==> src/hw/das_pkg.sv <==
// Shared constants, state codes and helpers of the auto-sleep sequencer.
// Assumes a single 100 MHz clock; every pin input is synchronous to it.
package das_pkg;
	// Clock rate, word width and buffer depth
	localparam int CLK_MHZ = 100;
	localparam int DATA_W = 14;
	localparam int BUF_DEPTH = 2;
	// Times as printed, and the cycle counts they give
	localparam real T_CONV_US = 5.2;
	localparam real T_WAKE_EXT_US = 4.8;
	localparam real T_WAKE_INT_MS = 5.0;
	localparam int CONV_CYC = int'(T_CONV_US * CLK_MHZ);
	localparam int WAKE_EXT_CYC = int'(T_WAKE_EXT_US * CLK_MHZ);
	localparam int WAKE_INT_CYC = int'(T_WAKE_INT_MS * 1000.0 * CLK_MHZ);
	// Reset level of the sampled active-low strobes
	localparam logic RST_PIN_N = 1'b1;

	// Sequencer states, one-hot
	typedef enum logic [4:0] {
		ST_IDLE = 5'h01,
		ST_CONV = 5'h02,
		ST_STORE = 5'h04,
		ST_SLEEP = 5'h08,
		ST_WAKE = 5'h10
	} das_state_e;

	// Edge helpers on a sampled pin and its previous value
	function automatic logic das_fell(input logic prev, input logic cur);
		return prev & ~cur;
	endfunction

	function automatic logic das_rose(input logic prev, input logic cur);
		return ~prev & cur;
	endfunction
endpackage

==> src/hw/das_fifo_if.sv <==
// Valid/ready channel between the sequencer and its result buffer.
// Assumes both ends run on the same clock.
`timescale 1ns/100ps
`default_nettype none
interface das_fifo_if #(parameter int W = 14) ();
	logic in_valid;
	logic in_ready;
	logic [W-1:0] in_data;
	logic out_valid;
	logic out_ready;
	logic [W-1:0] out_data;
	logic flush;

	// Buffer side
	modport store (
		input in_valid, in_data, out_ready, flush,
		output in_ready, out_valid, out_data
	);
	// Sequencer side
	modport ctrl (
		output in_valid, in_data, out_ready, flush,
		input in_ready, out_valid, out_data
	);
endinterface
`default_nettype wire

==> src/hw/das_pair_buf.sv <==
// Small result buffer with valid/ready on both sides.
// Assumes the filling side waits on in_ready and the drain pops on ready.
`timescale 1ns/100ps
`default_nettype none
module das_pair_buf #(
	parameter int W = das_pkg::DATA_W,
	parameter int DEPTH = das_pkg::BUF_DEPTH
) (
	input wire logic i_core_clk,
	input wire logic i_srst,
	input wire logic i_ce,
	das_fifo_if.store fifo
);
	import das_pkg::*;

	localparam int AW = (DEPTH > 1) ? $clog2(DEPTH) : 1;

	typedef struct packed {
		logic [DEPTH-1:0][W-1:0] mem;
		logic [AW-1:0] wp;
		logic [AW-1:0] rp;
		logic [AW:0] cnt;
	} das_buf_s;

	das_buf_s q;
	das_buf_s d;
	logic push;
	logic pop;

	////////////////////////////////////////////////////////////////////////
	// Honest flags straight from the fill count
	assign fifo.in_ready = (q.cnt != (AW+1)'(DEPTH));
	assign fifo.out_valid = (q.cnt != '0);
	assign fifo.out_data = q.mem[q.rp];
	assign push = fifo.in_valid & fifo.in_ready;
	assign pop = fifo.out_valid & fifo.out_ready;

	// Next state; flush drops stale words but a push still lands
	always_comb begin
		d = q;
		if (fifo.flush) begin
			d.rp = q.wp;
			d.cnt = '0;
		end else if (pop) begin
			d.rp = (q.rp == AW'(DEPTH - 1)) ? '0 : q.rp + 1'b1;
		end
		if (push) begin
			d.mem[q.wp] = fifo.in_data;
			d.wp = (q.wp == AW'(DEPTH - 1)) ? '0 : q.wp + 1'b1;
		end
		if (!fifo.flush) begin
			unique case ({push, pop})
				2'b10: d.cnt = q.cnt + 1'b1;
				2'b01: d.cnt = q.cnt - 1'b1;
				default: d.cnt = q.cnt;
			endcase
		end else if (push) begin
			d.cnt = (AW+1)'(1);
		end
	end

	// Registers; the clock enable freezes everything
	always_ff @(posedge i_core_clk) begin
		if (i_srst) begin
			q <= '0;
		end else if (i_ce) begin
			q <= d;
		end
	end
endmodule
`default_nettype wire

==> src/hw/das_sequencer.sv <==
// Wake, hold, convert and sleep sequencing plus the parallel read port.
// Assumes all pins are synchronous to i_core_clk; inputs stand in for the
// digitised channel values that the converters would produce.
`timescale 1ns/100ps
`default_nettype none
module das_sequencer #(
	parameter int DW = das_pkg::DATA_W,
	parameter int CONV_CYC = das_pkg::CONV_CYC,
	parameter int WAKE_EXT_CYC = das_pkg::WAKE_EXT_CYC,
	parameter int WAKE_INT_CYC = das_pkg::WAKE_INT_CYC
) (
	input wire logic i_core_clk,
	input wire logic i_srst,
	input wire logic i_ce,
	input wire logic i_conversion_start_n,
	input wire logic i_input_pair_select,
	input wire logic i_ext_ref,
	input wire logic i_cs_n,
	input wire logic i_rd_n,
	input wire logic [DW-1:0] i_pair_a_first_input,
	input wire logic [DW-1:0] i_pair_a_second_input,
	input wire logic [DW-1:0] i_pair_b_first_input,
	input wire logic [DW-1:0] i_pair_b_second_input,
	output logic o_busy,
	output logic o_power_down,
	output logic o_hold,
	output logic [DW-1:0] o_data,
	output logic o_data_oe
);
	import das_pkg::*;

	// Counter sized for the longest wait, whichever count that turns out
	// to be; short test counts must not truncate the conversion count
	localparam int WAKE_MAX = (WAKE_INT_CYC > WAKE_EXT_CYC) ? WAKE_INT_CYC
		: WAKE_EXT_CYC;
	localparam int LONGEST = (WAKE_MAX > CONV_CYC) ? WAKE_MAX : CONV_CYC;
	localparam int CW = $clog2(LONGEST + 1);

	typedef struct packed {
		das_state_e st;
		logic [CW-1:0] cnt;
		logic conv_n;
		logic rd_n;
		logic int_ref;
		logic pair_b;
		logic second;
		logic [DW-1:0] first_hold;
		logic [DW-1:0] second_hold;
		logic busy;
		logic power_down;
		logic hold;
		logic [DW-1:0] data;
		logic data_oe;
	} das_seq_s;

	localparam das_seq_s SEQ_RST = '{
		st: ST_IDLE,
		conv_n: RST_PIN_N,
		rd_n: RST_PIN_N,
		default: '0
	};

	das_seq_s q;
	das_seq_s d;
	logic conv_fell;
	logic conv_rose;
	logic rd_fell;
	logic hold_now;
	logic push;
	logic [CW-1:0] wake_last;

	das_fifo_if #(.W(DW)) fifo ();

	// Track-and-hold mux: pair B when select is high
	function automatic logic [DW-1:0] das_pick(
		input logic sel_b,
		input logic [DW-1:0] a,
		input logic [DW-1:0] b
	);
		return sel_b ? b : a;
	endfunction

	////////////////////////////////////////////////////////////////////////
	// Pin edges, taken against last cycle's samples
	assign conv_fell = das_fell(q.conv_n, i_conversion_start_n);
	assign conv_rose = das_rose(q.conv_n, i_conversion_start_n);
	// A strobe edge only counts while the part is selected
	assign rd_fell = das_fell(q.rd_n, i_rd_n) & ~i_cs_n;
	// Wake length follows the reference chosen at the wake edge
	assign wake_last = q.int_ref ? CW'(WAKE_INT_CYC - 1)
		: CW'(WAKE_EXT_CYC - 1);

	////////////////////////////////////////////////////////////////////////
	// Buffer hookup: results go in word by word, reads pop them
	assign fifo.in_valid = push;
	assign fifo.in_data = q.second ? q.second_hold : q.first_hold;
	// A new hold discards unread words; a read with the buffer empty shows the last word read again
	assign fifo.flush = hold_now;
	assign fifo.out_ready = rd_fell;

	das_pair_buf #(
		.W(DW),
		.DEPTH(BUF_DEPTH)
	) u_buf (
		.i_core_clk(i_core_clk),
		.i_srst(i_srst),
		.i_ce(i_ce),
		.fifo(fifo)
	);

	////////////////////////////////////////////////////////////////////////
	// Sequencer next state
	always_comb begin
		d = q;
		hold_now = 1'b0;
		push = 1'b0;
		d.conv_n = i_conversion_start_n;
		d.rd_n = i_rd_n;
		unique case (q.st)
			ST_IDLE: begin
				// Awake and idle: hold on the falling edge
				if (conv_fell) begin
					hold_now = 1'b1;
				end
			end
			ST_CONV: begin
				d.cnt = q.cnt + 1'b1;
				if (q.cnt == CW'(CONV_CYC - 1)) begin
					d.st = ST_STORE;
					d.second = 1'b0;
				end
			end
			ST_STORE: begin
				// Waits here while the buffer cannot take a word
				push = 1'b1;
				if (fifo.in_ready) begin
					if (q.second) begin
						d.busy = 1'b0;
						d.hold = 1'b0;
						d.second = 1'b0;
						// Start still low at the end picks auto-sleep
						if (!i_conversion_start_n) begin
							d.st = ST_SLEEP;
							d.power_down = 1'b1;
						end else begin
							d.st = ST_IDLE;
						end
					end else begin
						d.second = 1'b1;
					end
				end
			end
			ST_SLEEP: begin
				// Only a rising edge wakes the part
				if (conv_rose) begin
					d.st = ST_WAKE;
					d.power_down = 1'b0;
					d.cnt = '0;
					d.int_ref = ~i_ext_ref;
				end
			end
			ST_WAKE: begin
				d.cnt = q.cnt + 1'b1;
				// Busy rises at once even if hold must wait for wake-up
				if (conv_fell) begin
					d.busy = 1'b1;
				end
				if (q.cnt == wake_last) begin
					if (!i_conversion_start_n) begin
						hold_now = 1'b1;
					end else begin
						// Hold then waits for the next falling edge
						d.st = ST_IDLE;
						// A fall that rose again before wake end leaves no
						// conversion behind, so busy must not stand
						d.busy = 1'b0;
					end
				end
			end
		endcase
		// Hold point: both channels sampled together, timing restarts
		if (hold_now) begin
			d.st = ST_CONV;
			d.cnt = '0;
			d.busy = 1'b1;
			d.hold = 1'b1;
			d.second = 1'b0;
			d.pair_b = i_input_pair_select;
			d.first_hold = das_pick(i_input_pair_select,
				i_pair_a_first_input, i_pair_b_first_input);
			d.second_hold = das_pick(i_input_pair_select,
				i_pair_a_second_input, i_pair_b_second_input);
		end
		// Read port works in every state, sleep included
		if (rd_fell && fifo.out_valid) begin
			d.data = fifo.out_data;
		end
		d.data_oe = ~i_cs_n & ~i_rd_n;
	end

	////////////////////////////////////////////////////////////////////////
	// State register; clock enable low freezes the whole block
	always_ff @(posedge i_core_clk) begin
		if (i_srst) begin
			q <= SEQ_RST;
		end else if (i_ce) begin
			q <= d;
		end
	end

	////////////////////////////////////////////////////////////////////////
	// Outputs come straight from the state register
	assign o_busy = q.busy;
	assign o_power_down = q.power_down;
	assign o_hold = q.hold;
	assign o_data = q.data;
	assign o_data_oe = q.data_oe;
endmodule
`default_nettype wire

==> config.mk <==
export PLATFORM = sky130hd
export DESIGN_NAME = das_sequencer
export DESIGN_NICKNAME = d
export VERILOG_FILES = /design/src/hw/das_pkg.sv /design/src/hw/das_fifo_if.sv /design/src/hw/das_pair_buf.sv /design/src/hw/das_sequencer.sv
export SDC_FILE = /design/constraint.sdc
export NUM_CORES = 1
export LEC_CHECK = 0
export ABC_AREA = 1
export BUFFER_PORTS_ARGS = -buffer_cell sky130_fd_sc_hd__clkbuf_2
export CAP_MARGIN = 20
export CORE_MARGIN = 4
export CORE_UTILIZATION = 55
export DETAILED_ROUTE_END_ITERATION = 7
export PLACE_DENSITY = 0.82
export SLEW_MARGIN = 15
export SYNTH_ARGS = -nofsm -noshare
export SYNTH_HDL_FRONTEND = slang
export SYNTH_SLANG_ARGS = --single-unit
==> constraint.sdc <==
create_clock -name i_core_clk -period 4.85 [get_ports i_core_clk]
set_input_delay 0.2425 -clock i_core_clk [delete_from_list [all_inputs] [get_ports i_core_clk]]
set_output_delay 0.2425 -clock i_core_clk [all_outputs]
set_load 0.02 [all_outputs]
==> results.cfg <==
[run_status]
status = finished clean

[cells_and_area]
mostFrequentLayoutCells = 197 x nand2_1, 106 x dfxtp_1, 84 x nor2_1
syn_to_final_growth_pct = 6.87
antenna_cells = 0
final_nets = 931
drive_gt1_share_pct = 18.5
post-route-util_pct = 60.3
final_common_cell = nand2_1
final_cell_area_sq_mm = 0.00622

[yosys]
synth_top_area_cell = dfxtp_1
ys_async_sr_fraction_pct = 0
synth_cells = 832
synth_area_per_cell_sq_um = 7.00
synth_edf_count = 0
syn-num-nets = 897
synth.top_cell.area_share_pct = 36.4
yosysUniqueCellTypes = 36
synthTopCellsByArea = dfxtp_1 36%, nand2_1 13%, a21oi_1 7.0%, nand3_1 6.4%, mux2_2 5.4%
ys.flop_type = dfxtp_1
ys_seq_elements = 106
ys_seq_area_share_pct = 36.4
ys_warn_count = 0
syn_area_sq_mm = 0.00582

[job]
maxCapViolations = 0

[hold_path]
min_path_type = primary input to flip-flop
min_delay_worst_endpoint = q[48]
hp-start = i_ext_ref
whs_path_depth = 2

[worst_setup_path]
rr_startpoint = q[51]
critPathArrivalTime_ns = 2.62
r2r-end = q[34]
r2r_setup_slack_ns = 2.49
reg2regPathDepth = 10
required_ns = 5.11
crit_path_end_kind = flip-flop
crit_fanout = 44
start_kind = flip-flop
startpoint = q[51]
crit_type = flip-flop to flip-flop

[detailed_routing]
avgViaCountPerCell = 5.38
routed_wl_mm = 13.5
detail-route-antenna-nets = 0
first_pass_iters = 5
vias = 5414
drcViolationCount = 0
wl_per_cell_um = 13.4
drt_first_iter_violations = 466

[sta]
layout_worst_path_cycle_share_pct = 48.6
drv_slew = 0
fmax_mhz = 424
hold_violations = 0
finalCriticalPeriod_ns = 2.36
timing.hold.ws_ns = 0.0270
setup_violations = 0
rsz0062_at_grt = no
tightest_slew_ns = 0.941
fin_skew_ns = 0.0116
tns_ns = 0
slew_headroom_pct = 37.3

[cts]
htree_levels = 3
cts_tree = yes
cts_max_path_buffers = 2
cts.sinks = 106
cts_resized = 0
numCtsBuffers = 9
post_cts_buffers = 0
hold_buffers = 0
clock_latency_ns = 0.39
clk_pin_slew_ns = 0.10
root_buffer = clkbuf_8

[grt]
grt_first_pass_wirelength_mm = 23.2
grt_start_max_net_pins = 63
gr-total-overflow = 0
grt_use_total_pct = 22.2
grt_pass1_vias = 4863
antenna_found_initial = 0

[placed_design]
post_dp_cell_area_sq_mm = 0.00604
portBuffers = 81
dpl.hpwl_mm = 9.42
finalWeightedCongestion = 0.967

[pwr]
p_total_uw = 1870
p_per_area_mw_per_mm2 = 301
ir_drop_uv = 198
p_leak_uw = 0.00244

[floorplan]
die_w_um = 111
rows = 37
design.core.area_sq_mm = 0.0103
initial_core_util_pct = 56.4
die_area_sq_mm = 0.0123
ioPinCount = 82
die_y_um = 111
==> flip-flops by register name, indices dropped and copies added (netlist names) <==
signal	count
o_data_oe	1
o_data	14
o_power_down	1
o_hold	1
q	56
o_busy	1
u_buf.q	32
==> where the power goes <==
| group | switching (uW) | internal, uW |
|---|---|---|
| Combinational | 247 | 126 |
| Sequential | 49.0 | 920 |
| Clock | 323 | 209 |
| Total | 619 | 1250 |
==> through the flow <==
stage          setup WS [ns]  std cells
2_1_floorplan           3.15        832
3_3_place_gp            2.42        991
3_5_place_dp            2.32        991
4_1_cts                 2.52       1007
5_1_grt                 2.24       1007
6_report                2.49       1007
==> worst max-delay path by stage <==
stage / end / slack, ns / cells after the start
after CTS: q[34] / 2.52 / 10
after floorplan: q[68] / 3.15 / 11
after global routing: q[32] / 2.24 / 10
after global placement: u_buf.q[18] / 2.42 / 6
final: q[34] / 2.49 / 10
after detailed placement: u_buf.q[23] / 2.32 / 6
==> cells in the mapped netlist, types with 3 or more instances <==
master / n
clkbuf_1: 22
nand2_1: 197
a21oi_1: 82
nor2_2: 5
nand4_1: 15
nand2_4: 3
mux2_2: 28
dfxtp_1: 106
o21ai_0: 41
inv_1: 58
nand2_2: 5
nor2_4: 4
buf_2: 9
xor2_1: 12
nor2_1: 84
nand3b_1: 3
buf_4: 16
nand3_1: 74
o21ai_1: 13
inv_2: 6
nand3_2: 5
a31oi_1: 14
buf_1: 3
buf_6: 11
==> cell type report <==
type / instances / area [sq um]
Fill cell: 996 / 4100
Multi-Input combinational cell: 601 / 3080
Sequential cell: 106 / 2120
Timing Repair Buffer: 84 / 428
Inverter: 64 / 240
Tap cell: 136 / 170
Clock buffer: 11 / 141
Clock inverter: 5 / 43.8
==> metal layers <==
metal | share of wire (%) | GRT usage, % | vias to the layer above
li1 | - | - | 2795
met1 | 49 | 32.6 | 2407
met2 | 43 | 33.6 | 187
met3 | 6.2 | 3.22 | 25
met4 | 1.4 | 6.73 | 0
met5 | 0 | 0 | -
==> logic make-up after synthesis <==
kind of cell / after synthesis / share of synthesized area, %
XOR/XNOR: 13 / 1.95
multiplexers: 28 / 5.41
AND/OR/NAND/NOR: 404 / 31.4
buffers and inverters: 125 / 10.7
adder cells (fa/ha/maj): 1 / 0.215
flip-flops: 106 / 36.4
AO/OA/AOI/OAI: 155 / 13.9
==> worst max-delay path, cell delays in order, from the launching register on <==
cell	delay [ns]
dfxtp_1	0.50
ha_1	0.22
nand2_1	0.12
nor2_4	0.14
nand3_2	0.11
nor2_4	0.13
nand3_4	0.12
nand2_4	0.24
nand2_4	0.30
o21ai_0	0.30
a21oi_1	0.06
Note: power is estimated with default switching activity, not from simulation.
